File: src/common/tlbx_pkg.sv
// Shared constants, types and decode functions of the translation lookup
package tlbx_pkg;
  localparam int PHYS_ADDR_WIDTH = 32;
  localparam int PFN_W = PHYS_ADDR_WIDTH - 10;
  localparam int VPN_W = 21;
  localparam int MASK_W = 18;
  localparam int ADDRESS_SPACE_ID_W = 8;
  localparam int COH_W = 3;
  localparam int SEL_W = 5;
  localparam int IRQ_W = 3;
  // Register byte offsets
  localparam logic [7:0] OFS_KEY = 8'h00;
  localparam logic [7:0] OFS_MASK = 8'h04;
  localparam logic [7:0] OFS_EVEN = 8'h08;
  localparam logic [7:0] OFS_ODD = 8'h0c;
  localparam logic [7:0] OFS_INDEX = 8'h10;
  localparam logic [7:0] OFS_CMD = 8'h14;
  localparam logic [7:0] OFS_CFG = 8'h18;
  localparam logic [7:0] OFS_IRQ_STAT = 8'h1c;
  localparam logic [7:0] OFS_IRQ_EN = 8'h20;
  localparam logic [7:0] OFS_IRQ_CLR = 8'h24;
  localparam logic [7:0] OFS_FAULT_VA = 8'h28;
  localparam logic [7:0] OFS_LAST_PA = 8'h2c;
  // Field positions
  localparam int KEY_ADDRESS_SPACE_ID_LSB = 0;
  localparam int KEY_GLB_BIT = 8;
  localparam int KEY_VPN_LSB = 11;
  localparam int MASK_LSB = 11;
  localparam int LO_V_BIT = 0;
  localparam int LO_D_BIT = 1;
  localparam int LO_C_LSB = 2;
  localparam int LO_PFN_LSB = 10;
  localparam int CMD_WRITE_BIT = 0;
  localparam int CFG_EN1K_BIT = 0;
  localparam int CFG_CAP1K_BIT = 1;
  localparam int IRQ_MISS = 0;
  localparam int IRQ_INV = 1;
  localparam int IRQ_MOD = 2;
  // Page geometry
  localparam int SEL_1KB = 10;
  localparam int SEL_STEP = 2;
  localparam int PAIRS = 9;
  localparam int SHIFT_1KB = 10;
  localparam int SHIFT_4KB = 12;
  localparam int VA_VPN_LSB = 11;
  localparam logic [MASK_W-1:0] MASK_4KB = 18'h00003;
  localparam logic [1:0] RESP_OKAY = 2'h0;
  localparam logic [1:0] RESP_SLVERR = 2'h2;

  typedef struct packed {
    logic [PFN_W-1:0] pfn;
    logic [COH_W-1:0] coh;
    logic dirty;
    logic valid;
  } tlbx_half_t;

  typedef struct packed {
    logic [VPN_W-1:0] vpn;
    logic [MASK_W-1:0] mask;
    logic [ADDRESS_SPACE_ID_W-1:0] address_space_id;
    logic glb;
    tlbx_half_t even;
    tlbx_half_t odd;
  } tlbx_entry_t;

  // Without small pages the extension bits are always ignored
  function automatic logic [MASK_W-1:0] effMask(input logic [MASK_W-1:0] m, input logic en1k);
    effMask = en1k ? m : (m | MASK_4KB);
  endfunction : effMask

  // Address bit that picks the even or odd half
  function automatic logic [SEL_W-1:0] pairSelect(input logic [MASK_W-1:0] m);
    logic run;
    pairSelect = SEL_W'(SEL_1KB);
    run = 1'b1;
    for (int k = 0; k < PAIRS; k++) begin
      run = run & m[2*k] & m[2*k+1];
      if (run) begin
        pairSelect = SEL_W'(SEL_1KB + SEL_STEP * (k + 1));
      end
    end
  endfunction : pairSelect
endpackage : tlbx_pkg

File: src/common/tlbx_sel_if.sv
// Selected entry and its translation result between lookup stages
`timescale 1ns/100ps
interface tlbx_sel_if;
  logic en1k;
  logic [31:0] va;
  logic store;
  tlbx_pkg::tlbx_entry_t ent;
  logic [tlbx_pkg::PHYS_ADDR_WIDTH-1:0] paddr;
  logic [tlbx_pkg::COH_W-1:0] coh;
  logic invalid;
  logic modified;
  modport src (output en1k, va, store, ent, input paddr, coh, invalid, modified);
  modport xl (input en1k, va, store, ent, output paddr, coh, invalid, modified);
endinterface : tlbx_sel_if

File: src/core/tlbx_top.sv
// Translation lookaside lookup with register access over AXI4-Lite
`timescale 1ns/100ps

// How it works
// - Entry hits only if its space id equals the current one or global set.
// - Virtual bits 31..11 compared to every entry, masked bits ignored.
// - Each entry keeps the page mask captured when it was written.
// - Without a mask register every entry behaves as a 4KB page.
// - Half chosen by address bit just above the unmasked offset.
// - Without small pages: zero mask picks bit 12, each pair adds two.
// - With small pages: 18-bit mask, zero picks bit 10, up to 28.
// - Select bit zero takes even half, otherwise the odd half.
// - Selected half not valid raises invalid-translation fault.
// - Store to valid selected half with dirty clear raises page-modified fault.
// - Good hit joins frame and coherency with in-page offset bits.
// - Small page lookup used only when support is present.
// - Frame bit zero sits at address bit 12, or 10 with small pages.
// - Address bits below select bit from virtual, above from frame.
module tlbx_top #(
  parameter int ENTRIES = 16,
  parameter bit HAS_MASK_REG = 1'b1,
  parameter bit SMALL_PAGE_SUPPORT = 1'b1
) (
  // Clock and reset
  input wire logic mclk,
  input wire logic rstn,
  // Lookup request from load/store path
  input wire logic reqValid,
  input wire logic [31:0] reqVaddr,
  input wire logic reqStore,
  // Lookup answer, one cycle later
  output logic rspValid,
  output logic [tlbx_pkg::PHYS_ADDR_WIDTH-1:0] rspPaddr,
  output logic [tlbx_pkg::COH_W-1:0] rspCoh,
  output logic rspMiss,
  output logic rspInvalid,
  output logic rspModified,
  output logic rspStore,
  // Interrupt
  output logic irq,
  // AXI4-Lite slave
  input wire logic [7:0] s_axi_awaddr,
  input wire logic s_axi_awvalid,
  output logic s_axi_awready,
  input wire logic [31:0] s_axi_wdata,
  input wire logic [3:0] s_axi_wstrb,
  input wire logic s_axi_wvalid,
  output logic s_axi_wready,
  output logic [1:0] s_axi_bresp,
  output logic s_axi_bvalid,
  input wire logic s_axi_bready,
  input wire logic [7:0] s_axi_araddr,
  input wire logic s_axi_arvalid,
  output logic s_axi_arready,
  output logic [31:0] s_axi_rdata,
  output logic [1:0] s_axi_rresp,
  output logic s_axi_rvalid,
  input wire logic s_axi_rready
);
  localparam int IDX_W = (ENTRIES > 1) ? $clog2(ENTRIES) : 1;
  localparam int PAW = tlbx_pkg::PHYS_ADDR_WIDTH;

  ////////////////////////////////////////////////////////////////////////////
  // Byte-lane merge of a write into a register value
  function automatic logic [31:0] merge(input logic [31:0] old, input logic [31:0] wd, input logic [3:0] st);
    for (int b = 0; b < 4; b++) begin
      merge[8*b +: 8] = st[b] ? wd[8*b +: 8] : old[8*b +: 8];
    end
  endfunction : merge

  ////////////////////////////////////////////////////////////////////////////
  // Bus handshake state
  logic awRdy_q, awRdy_d, wRdy_q, wRdy_d, arRdy_q, arRdy_d;
  logic awHeld_q, awHeld_d, wHeld_q, wHeld_d;
  logic [7:0] awAddr_q, awAddr_d;
  logic [31:0] wData_q, wData_d;
  logic [3:0] wStrb_q, wStrb_d;
  logic bValid_q, bValid_d, rValid_q, rValid_d;
  logic [1:0] bResp_q, bResp_d, rResp_q, rResp_d;
  logic [31:0] rData_q, rData_d;
  logic doWrite;

  // Software-visible state
  logic [31:0] key_q, key_d, mask_q, mask_d, even_q, even_d, odd_q, odd_d;
  logic [IDX_W-1:0] index_q, index_d;
  logic en1k_q, en1k_d;
  logic [tlbx_pkg::IRQ_W-1:0] irqStat_q, irqStat_d, irqEn_q, irqEn_d;
  logic irq_q, irq_d;
  logic [31:0] faultVa_q, faultVa_d;
  logic [PAW-1:0] lastPa_q, lastPa_d;

  // Entry storage
  tlbx_pkg::tlbx_entry_t ents_q [ENTRIES];
  tlbx_pkg::tlbx_entry_t ents_d [ENTRIES];

  // Lookup answer registers
  logic rspValid_q, rspValid_d, rspMiss_q, rspMiss_d, rspInv_q, rspInv_d;
  logic rspMod_q, rspMod_d, rspStore_q, rspStore_d;
  logic [PAW-1:0] rspPa_q, rspPa_d;
  logic [tlbx_pkg::COH_W-1:0] rspCoh_q, rspCoh_d;

  // Lookup wiring
  logic hit;
  logic [IDX_W-1:0] hitIdx;
  logic en1kEff;
  tlbx_sel_if selIf ();

  ////////////////////////////////////////////////////////////////////////////
  // Bus handshakes, write commit and read answer
  always_comb begin
    awHeld_d = awHeld_q || (s_axi_awvalid && awRdy_q);
    wHeld_d = wHeld_q || (s_axi_wvalid && wRdy_q);
    awAddr_d = (s_axi_awvalid && awRdy_q) ? s_axi_awaddr : awAddr_q;
    wData_d = (s_axi_wvalid && wRdy_q) ? s_axi_wdata : wData_q;
    wStrb_d = (s_axi_wvalid && wRdy_q) ? s_axi_wstrb : wStrb_q;
    doWrite = awHeld_q && wHeld_q && !bValid_q;
    bValid_d = bValid_q && !s_axi_bready;
    bResp_d = bResp_q;
    if (doWrite) begin
      awHeld_d = 1'b0;
      wHeld_d = 1'b0;
      bValid_d = 1'b1;
      unique case (awAddr_q)
        tlbx_pkg::OFS_KEY, tlbx_pkg::OFS_MASK, tlbx_pkg::OFS_EVEN, tlbx_pkg::OFS_ODD,
        tlbx_pkg::OFS_INDEX, tlbx_pkg::OFS_CMD, tlbx_pkg::OFS_CFG, tlbx_pkg::OFS_IRQ_EN,
        tlbx_pkg::OFS_IRQ_CLR: bResp_d = tlbx_pkg::RESP_OKAY;
        default: bResp_d = tlbx_pkg::RESP_SLVERR;
      endcase
    end
    awRdy_d = !awHeld_d;
    wRdy_d = !wHeld_d;
    rValid_d = rValid_q && !s_axi_rready;
    rData_d = rData_q;
    rResp_d = rResp_q;
    if (s_axi_arvalid && arRdy_q) begin
      rValid_d = 1'b1;
      rResp_d = tlbx_pkg::RESP_OKAY;
      rData_d = '0;
      unique case (s_axi_araddr)
        tlbx_pkg::OFS_KEY: rData_d = key_q;
        tlbx_pkg::OFS_MASK: rData_d = mask_q;
        tlbx_pkg::OFS_EVEN: rData_d = even_q;
        tlbx_pkg::OFS_ODD: rData_d = odd_q;
        tlbx_pkg::OFS_INDEX: rData_d = 32'(index_q);
        tlbx_pkg::OFS_CMD, tlbx_pkg::OFS_IRQ_CLR: rData_d = '0;
        tlbx_pkg::OFS_CFG: begin
          rData_d[tlbx_pkg::CFG_EN1K_BIT] = en1k_q;
          rData_d[tlbx_pkg::CFG_CAP1K_BIT] = SMALL_PAGE_SUPPORT;
        end
        tlbx_pkg::OFS_IRQ_STAT: rData_d = 32'(irqStat_q);
        tlbx_pkg::OFS_IRQ_EN: rData_d = 32'(irqEn_q);
        tlbx_pkg::OFS_FAULT_VA: rData_d = faultVa_q;
        tlbx_pkg::OFS_LAST_PA: rData_d = 32'(lastPa_q);
        default: rResp_d = tlbx_pkg::RESP_SLVERR;
      endcase
    end
    arRdy_d = !rValid_d;
  end

  // Bus handshake registers
  always_ff @(posedge mclk or negedge rstn) begin
    if (!rstn) begin
      awRdy_q <= 1'b0;
      wRdy_q <= 1'b0;
      arRdy_q <= 1'b0;
      awHeld_q <= 1'b0;
      wHeld_q <= 1'b0;
      awAddr_q <= 8'h00;
      wData_q <= 32'h0000_0000;
      wStrb_q <= 4'h0;
      bValid_q <= 1'b0;
      bResp_q <= 2'h0;
      rValid_q <= 1'b0;
      rResp_q <= 2'h0;
      rData_q <= 32'h0000_0000;
    end else begin
      awRdy_q <= awRdy_d;
      wRdy_q <= wRdy_d;
      arRdy_q <= arRdy_d;
      awHeld_q <= awHeld_d;
      wHeld_q <= wHeld_d;
      awAddr_q <= awAddr_d;
      wData_q <= wData_d;
      wStrb_q <= wStrb_d;
      bValid_q <= bValid_d;
      bResp_q <= bResp_d;
      rValid_q <= rValid_d;
      rResp_q <= rResp_d;
      rData_q <= rData_d;
    end
  end

  ////////////////////////////////////////////////////////////////////////////
  // Register writes, entry load and interrupt status
  always_comb begin
    key_d = key_q;
    mask_d = mask_q;
    even_d = even_q;
    odd_d = odd_q;
    index_d = index_q;
    en1k_d = en1k_q;
    irqEn_d = irqEn_q;
    irqStat_d = irqStat_q;
    ents_d = ents_q;
    if (doWrite) begin
      unique case (awAddr_q)
        tlbx_pkg::OFS_KEY: key_d = merge(key_q, wData_q, wStrb_q);
        tlbx_pkg::OFS_MASK: mask_d = merge(mask_q, wData_q, wStrb_q);
        tlbx_pkg::OFS_EVEN: even_d = merge(even_q, wData_q, wStrb_q);
        tlbx_pkg::OFS_ODD: odd_d = merge(odd_q, wData_q, wStrb_q);
        tlbx_pkg::OFS_INDEX: index_d = wData_q[IDX_W-1:0];
        tlbx_pkg::OFS_CFG: en1k_d = wData_q[tlbx_pkg::CFG_EN1K_BIT];
        tlbx_pkg::OFS_IRQ_EN: irqEn_d = wData_q[tlbx_pkg::IRQ_W-1:0];
        tlbx_pkg::OFS_IRQ_CLR: irqStat_d = irqStat_q & ~wData_q[tlbx_pkg::IRQ_W-1:0];
        tlbx_pkg::OFS_CMD: begin
          if (wData_q[tlbx_pkg::CMD_WRITE_BIT] && 32'(index_q) < ENTRIES) begin
            ents_d[index_q].vpn = key_q[tlbx_pkg::KEY_VPN_LSB +: tlbx_pkg::VPN_W];
            ents_d[index_q].address_space_id = key_q[tlbx_pkg::KEY_ADDRESS_SPACE_ID_LSB +: tlbx_pkg::ADDRESS_SPACE_ID_W];
            ents_d[index_q].glb = key_q[tlbx_pkg::KEY_GLB_BIT];
            ents_d[index_q].mask = HAS_MASK_REG ? mask_q[tlbx_pkg::MASK_LSB +: tlbx_pkg::MASK_W]
              : tlbx_pkg::MASK_4KB;
            ents_d[index_q].even = {even_q[tlbx_pkg::LO_PFN_LSB +: tlbx_pkg::PFN_W],
              even_q[tlbx_pkg::LO_C_LSB +: tlbx_pkg::COH_W], even_q[tlbx_pkg::LO_D_BIT],
              even_q[tlbx_pkg::LO_V_BIT]};
            ents_d[index_q].odd = {odd_q[tlbx_pkg::LO_PFN_LSB +: tlbx_pkg::PFN_W],
              odd_q[tlbx_pkg::LO_C_LSB +: tlbx_pkg::COH_W], odd_q[tlbx_pkg::LO_D_BIT],
              odd_q[tlbx_pkg::LO_V_BIT]};
          end
        end
        default: ;
      endcase
    end
    // Fault events set status; a set beats a same-cycle clear
    irqStat_d[tlbx_pkg::IRQ_MISS] = irqStat_d[tlbx_pkg::IRQ_MISS] | rspMiss_d;
    irqStat_d[tlbx_pkg::IRQ_INV] = irqStat_d[tlbx_pkg::IRQ_INV] | rspInv_d;
    irqStat_d[tlbx_pkg::IRQ_MOD] = irqStat_d[tlbx_pkg::IRQ_MOD] | rspMod_d;
    irq_d = |(irqStat_d & irqEn_d);
  end

  // Register and entry storage flops
  always_ff @(posedge mclk or negedge rstn) begin
    if (!rstn) begin
      key_q <= 32'h0000_0000;
      mask_q <= 32'h0000_0000;
      even_q <= 32'h0000_0000;
      odd_q <= 32'h0000_0000;
      index_q <= '0;
      en1k_q <= 1'b0;
      irqEn_q <= '0;
      irqStat_q <= '0;
      irq_q <= 1'b0;
      for (int i = 0; i < ENTRIES; i++) begin
        ents_q[i] <= '0;
      end
    end else begin
      key_q <= key_d;
      mask_q <= mask_d;
      even_q <= even_d;
      odd_q <= odd_d;
      index_q <= index_d;
      en1k_q <= en1k_d;
      irqEn_q <= irqEn_d;
      irqStat_q <= irqStat_d;
      irq_q <= irq_d;
      ents_q <= ents_d;
    end
  end

  ////////////////////////////////////////////////////////////////////////////
  // Parallel lookup
  assign en1kEff = SMALL_PAGE_SUPPORT && en1k_q;

  tlbx_match #(.ENTRIES(ENTRIES), .IDX_W(IDX_W)) u_match (
    .ents(ents_q),
    .vpn(reqVaddr[31:tlbx_pkg::VA_VPN_LSB]),
    .address_space_id(key_q[tlbx_pkg::KEY_ADDRESS_SPACE_ID_LSB +: tlbx_pkg::ADDRESS_SPACE_ID_W]),
    .en1k(en1kEff),
    .hit(hit),
    .idx(hitIdx)
  );

  // Hand the winning entry to the translation stage
  assign selIf.en1k = en1kEff;
  assign selIf.va = reqVaddr;
  assign selIf.store = reqStore;
  assign selIf.ent = ents_q[hitIdx];

  tlbx_xlate u_xlate (
    .sel(selIf)
  );

  ////////////////////////////////////////////////////////////////////////////
  // Answer to the load/store path
  always_comb begin
    rspValid_d = reqValid;
    rspStore_d = reqStore;
    rspMiss_d = reqValid && !hit;
    rspInv_d = reqValid && hit && selIf.invalid;
    rspMod_d = reqValid && hit && selIf.modified;
    rspPa_d = '0;
    rspCoh_d = '0;
    lastPa_d = lastPa_q;
    faultVa_d = faultVa_q;
    if (reqValid && hit && !selIf.invalid && !selIf.modified) begin
      rspPa_d = selIf.paddr;
      rspCoh_d = selIf.coh;
      lastPa_d = selIf.paddr;
    end
    if (rspMiss_d || rspInv_d || rspMod_d) begin
      faultVa_d = reqVaddr;
    end
  end

  // Answer registers
  always_ff @(posedge mclk or negedge rstn) begin
    if (!rstn) begin
      rspValid_q <= 1'b0;
      rspStore_q <= 1'b0;
      rspMiss_q <= 1'b0;
      rspInv_q <= 1'b0;
      rspMod_q <= 1'b0;
      rspPa_q <= '0;
      rspCoh_q <= '0;
      lastPa_q <= '0;
      faultVa_q <= 32'h0000_0000;
    end else begin
      rspValid_q <= rspValid_d;
      rspStore_q <= rspStore_d;
      rspMiss_q <= rspMiss_d;
      rspInv_q <= rspInv_d;
      rspMod_q <= rspMod_d;
      rspPa_q <= rspPa_d;
      rspCoh_q <= rspCoh_d;
      lastPa_q <= lastPa_d;
      faultVa_q <= faultVa_d;
    end
  end

  ////////////////////////////////////////////////////////////////////////////
  // Outputs straight from flops
  assign rspValid = rspValid_q;
  assign rspPaddr = rspPa_q;
  assign rspCoh = rspCoh_q;
  assign rspMiss = rspMiss_q;
  assign rspInvalid = rspInv_q;
  assign rspModified = rspMod_q;
  assign rspStore = rspStore_q;
  assign irq = irq_q;
  assign s_axi_awready = awRdy_q;
  assign s_axi_wready = wRdy_q;
  assign s_axi_bvalid = bValid_q;
  assign s_axi_bresp = bResp_q;
  assign s_axi_arready = arRdy_q;
  assign s_axi_rvalid = rValid_q;
  assign s_axi_rdata = rData_q;
  assign s_axi_rresp = rResp_q;
endmodule : tlbx_top

File: src/core/tlbx_match.sv
// Parallel compare of all entries with lowest-index priority
`timescale 1ns/100ps
module tlbx_match #(
  parameter int ENTRIES = 16,
  parameter int IDX_W = 4
) (
  // Entry storage
  input wire tlbx_pkg::tlbx_entry_t ents [ENTRIES],
  // Lookup key
  input wire logic [tlbx_pkg::VPN_W-1:0] vpn,
  input wire logic [tlbx_pkg::ADDRESS_SPACE_ID_W-1:0] address_space_id,
  input wire logic en1k,
  // Result
  output logic hit,
  output logic [IDX_W-1:0] idx
);
  logic [ENTRIES-1:0] hits;

  // One comparator per entry
  for (genvar i = 0; i < ENTRIES; i++) begin : g_cmp
    logic [tlbx_pkg::MASK_W-1:0] m;
    assign m = tlbx_pkg::effMask(ents[i].mask, en1k);
    // Mask bit 0 lines up with virtual bit 11; the top three page bits are always compared
    assign hits[i] = (((ents[i].vpn ^ vpn) & ~{3'h0, m}) == '0)
      && (ents[i].glb || ents[i].address_space_id == address_space_id);
  end

  // Lowest matching index wins
  always_comb begin
    hit = 1'b0;
    idx = '0;
    for (int i = ENTRIES - 1; i >= 0; i--) begin
      if (hits[i]) begin
        hit = 1'b1;
        idx = IDX_W'(i);
      end
    end
  end
endmodule : tlbx_match

File: src/core/tlbx_xlate.sv
// Half selection, fault checks and physical address forming
`timescale 1ns/100ps
module tlbx_xlate (
  // Selected entry and result
  tlbx_sel_if.xl sel
);
  localparam int PAW = tlbx_pkg::PHYS_ADDR_WIDTH;
  logic [tlbx_pkg::SEL_W-1:0] selBit;
  tlbx_pkg::tlbx_half_t half;
  logic [PAW-1:0] base;
  logic [PAW-1:0] lowMask;

  // Pick half, check flags, splice frame and offset
  always_comb begin
    selBit = tlbx_pkg::pairSelect(tlbx_pkg::effMask(sel.ent.mask, sel.en1k));
    half = sel.va[selBit] ? sel.ent.odd : sel.ent.even;
    if (sel.en1k) begin
      base = {half.pfn, {tlbx_pkg::SHIFT_1KB{1'b0}}};
    end else begin
      base = {half.pfn[PAW-tlbx_pkg::SHIFT_4KB-1:0], {tlbx_pkg::SHIFT_4KB{1'b0}}};
    end
    lowMask = ~({PAW{1'b1}} << selBit);
    sel.paddr = (base & ~lowMask) | (sel.va[PAW-1:0] & lowMask);
    sel.coh = half.coh;
    sel.invalid = !half.valid;
    sel.modified = half.valid && !half.dirty && sel.store;
  end
endmodule : tlbx_xlate

File: config.mk
export PLATFORM = sky130hd
export DESIGN_NAME = tlbx_top
export DESIGN_NICKNAME = d
export VERILOG_FILES = /design/src/common/tlbx_pkg.sv /design/src/common/tlbx_sel_if.sv /design/src/core/tlbx_top.sv /design/src/core/tlbx_match.sv /design/src/core/tlbx_xlate.sv
export SDC_FILE = /design/constraint.sdc
export NUM_CORES = 2
export LEC_CHECK = 0
export ABC_CLOCK_PERIOD_IN_PS = 11300
export BUFFER_PORTS_ARGS = -buffer_cell sky130_fd_sc_hd__buf_2
export CAP_MARGIN = 5
export CORE_MARGIN = 5
export CORE_UTILIZATION = 55
export DETAILED_ROUTE_END_ITERATION = 8
export PLACE_DENSITY_LB_ADDON = 0.12
export SKIP_LAST_GASP = 1
export SLEW_MARGIN = 25
export SYNTH_ARGS = -nofsm -noshare
export SYNTH_HDL_FRONTEND = slang
export SYNTH_SLANG_ARGS = --single-unit
File: constraint.sdc
create_clock -name mclk -period 11.3 [get_ports mclk]
set_input_delay 3.39 -clock mclk [delete_from_list [all_inputs] [get_ports mclk]]
set_output_delay 3.39 -clock mclk [all_outputs]
set_load 0.005 [all_outputs]
==> impl_metrics.env <==
export IMPL_pin_count=175
export IMPL_post_route_drc_count=0
export IMPL_edff_count_synth=0
export IMPL_hp_class="flip-flop to flip-flop"
export IMPL_post_route_cells_drive_above_1_share=0.3067
export IMPL_worst_clock_skew_ns=0.03157
export IMPL_synth_yosys_warnings=0
export IMPL_rsz0062_at_grt="false"
export IMPL_layout_common_cells="sky130_fd_sc_hd__dfrtp_1, sky130_fd_sc_hd__mux2_2, sky130_fd_sc_hd__nand2_1, sky130_fd_sc_hd__nand3_1, sky130_fd_sc_hd__nor2_1"
export IMPL_syn_cell_area_um2=91440
export IMPL_worst_path_class_setup="primary input to flip-flop"
export IMPL_max_slew_worst_pin_slew_ns=1.188
export IMPL_layout_commonest_cell="sky130_fd_sc_hd__dfrtp_1"
export IMPL_clockRootBuffer="sky130_fd_sc_hd__clkbuf_16"
export IMPL_cts_resized_gates=0
export IMPL_worstSkewPairLatency_ns=0.85
export IMPL_clkSlewWorstSetupHoldPaths_ns=0.06
export IMPL_synthCells=7973
export IMPL_tritoncts="done"
export IMPL_detailroute_via_count=64660
export IMPL_htree_levels=4
export IMPL_drt_wl_total_um=295900
export IMPL_grt_antenna_before_repair=12
export IMPL_floorplan_initialDensity=0.5536
export IMPL_postCtsSetupRepairBufs=0
export IMPL_timing_critical_path_required_ns=12.00
export IMPL_clock_sink_count=1961
export IMPL_io_buffer_count=172
export IMPL_die_height_um=417.7
export IMPL_pwr_density_cell_nw_per_um2=157.3
export IMPL_avgViaCountPerCell=6.315
export IMPL_timing_critical_path_to_type="flip-flop"
export IMPL_drtIter0Drc=6750
export IMPL_synthArstFlopShare=1.000
export IMPL_finalHoldViolCount=0
export IMPL_multi_input_area_um2=39790
export IMPL_post_dp_hpwl_um=187000
export IMPL_fp_dieArea_um2=174500
export IMPL_grtUsageTotal=0.3371
export IMPL_row_count=149
export IMPL_rr_startpoint="key_q[1]"
export IMPL_synth_cell_types=83
export IMPL_cts_hold_repair_buffers=0
export IMPL_count_of_state_elements_after_synthesis=1961
export IMPL_p_leak_nw=48.03
export IMPL_wl_per_cell_um=28.90
export IMPL_nNetsFinal=7965
export IMPL_clockBufferDepth=3
export IMPL_routabilityCongestion=1.054
export IMPL_maxSlewHeadroom=0.1998
export IMPL_grt_start_max_net_pins=185
export IMPL_min_period_over_period=0.8760
export IMPL_worstPathMaxFanout=32
export IMPL_sequential_cell_area_um2=49080
export IMPL_cts_buffers_inserted=205
export IMPL_timing_max_cap_violations=0
export IMPL_crit_arrival_ns=10.60
export IMPL_power_ir_vdd_worst_uv=130.6
export IMPL_min_from="ents_q[257]"
export IMPL_maxClockFrequency_ghz=0.1010
export IMPL_first_global_vias=64740
export IMPL_start_kind="primary input"
export IMPL_aggregate_global_routing_overflow=0
export IMPL_timing_final_setup_violations=0
export IMPL_drt_first_pass_iters=9
export IMPL_num_fill_cells=13440
export IMPL_dieWidth_um=417.7
export IMPL_antenna_violating_nets_post_route=0
export IMPL_area_growth_pct=10.57
export IMPL_cp_startpoint="reqVaddr[18]"
export IMPL_timing_final_crit_period_ns=9.899
export IMPL_grt_pass1_wl_um=439500
export IMPL_status="finished clean"
export IMPL_yosys_most_used_dff="sky130_fd_sc_hd__dfrtp_1"
export IMPL_totalNegativeSetupSlack_ns=0
export IMPL_fin_hold_ws_ns=0.4660
export IMPL_syn_avg_cell_area_um2=11.47
export IMPL_placeableCoreArea_um2=165200
export IMPL_synth_seq_area_share=0.5367
export IMPL_drv_slew=0
==> cell usage after synthesis (all sizes together) (59+ instances only) <==
library cell,n,share of area
dfrtp,1961,0.54
mux2,1755,0.22
nand2,1098,0.045
nand3,514,0.028
nor2,438,0.018
clkbuf,413,0.017
xnor2,368,0.035
buf,231,0.013
a21oi,158,0.0088
o22ai,154,0.011
o21ai,128,0.0070
xor2,96,0.0092
nor3,86,0.0048
nor4,71,0.0054
o211ai,59,0.0051
==> power breakdown <==
part / internal, W / total (W) / switching [W] / leakage (nW)
registers: 0.00721 / 0.00773 / 0.000524 / 27.1
clock network: 0.00412 / 0.00701 / 0.00289 / 3.48
logic: 0.000397 / 0.00116 / 0.000759 / 17.4
total: 0.0117 / 0.0159 / 0.00417 / 48.0
==> critical path: stages <==
cell and delay [ns]:
sky130_fd_sc_hd__buf_2 0.61, sky130_fd_sc_hd__buf_4 0.28, sky130_fd_sc_hd__xnor2_1 0.15, sky130_fd_sc_hd__o22ai_1 0.38, sky130_fd_sc_hd__a211oi_1 0.61, sky130_fd_sc_hd__nand4_1 0.30
sky130_fd_sc_hd__nand4_1 0.39, sky130_fd_sc_hd__a21oi_4 0.07, sky130_fd_sc_hd__nor2_4 0.72, sky130_fd_sc_hd__o221ai_1 0.29, sky130_fd_sc_hd__nor3b_1 0.21, sky130_fd_sc_hd__o32ai_1 0.68
sky130_fd_sc_hd__nor3_1 0.14, sky130_fd_sc_hd__a31oi_1 0.22, sky130_fd_sc_hd__o31a_1 0.25, sky130_fd_sc_hd__o211a_1 0.44, sky130_fd_sc_hd__buf_4 0.19, sky130_fd_sc_hd__nand3_1 0.20
sky130_fd_sc_hd__nand2_1 0.52, sky130_fd_sc_hd__buf_4 0.37, sky130_fd_sc_hd__a31oi_1 0.13
==> registers in the layout (all words and copies together) (netlist names), 4 cells and up <==
name and cells:
index_q 4, key_q 32, lastPa_q 32, rspPaddr 32
s_axi_rdata 32, even_q 32, wData_q 32, awAddr_q 8
ents_q 1632, mask_q 32, wStrb_q 4, faultVa_q 32
odd_q 32
==> cells by family (layout without fill, tap and decap cells) <==
group,count (synthesis),in the layout,synth area share
and+or+nand+nor,2316,2316,0.1101
buffers and inverters,665,737,0.03120
muxes,1770,1770,0.2182
DFF,1961,1961,0.5367
xor gates and xnor gates,464,464,0.04444
other,1,6,0.00004101
AOI/OAI and AO/OA,796,796,0.05928
==> per-layer routing <==
| layer | vias to the layer above | track usage | share of wire |
|---|---|---|---|
| met5 | - | 0 | 0.000027 |
| met4 | 2 | 0.2021 | 0.074 |
| met3 | 784 | 0.04861 | 0.067 |
| met2 | 2732 | 0.5291 | 0.46 |
| met1 | 33380 | 0.4489 | 0.40 |
| li1 | 27760 | - | - |
==> through the flow <==
stage               std cells  area [um2]  worst slack [ns]    util  power [W]
CTS                     10230      101000             1.789  0.6115    0.01598
floorplan                7974       91440             3.296       -   0.008180
finish                  10240      101100             1.401  0.6121    0.01590
global placement         9850       93950            0.8742  0.5688   0.008967
global route            10240      101100             1.329  0.6121    0.01635
detailed placement       9851       93980            0.9099  0.5690   0.008990
==> worst paths after layout <==
kind	depth (start not counted)	slack (ns)	endpoint
max	21	1.40	lastPa_q[23]
min reg2reg	2	0.47	ents_q[257]
max reg2reg	20	4.18	lastPa_q[23]
min	2	0.47	ents_q[257]
max in group asynchronous	4	6.43	wData_q[27]
min in group asynchronous	1	2.58	ents_q[615]
==> final cells by class <==
type | count | share of cell area
timing repair buffer | 335 | 0.02350
multi-input combinational | 5348 | 0.3936
clock buffer | 309 | 0.06049
inverter | 21 | 0.0007796
sequential | 1961 | 0.4855
tap | 2189 | 0.02709
clock inverter | 72 | 0.009009
antenna | 4 | 0.00009900
(Power assumes the default switching activity.)
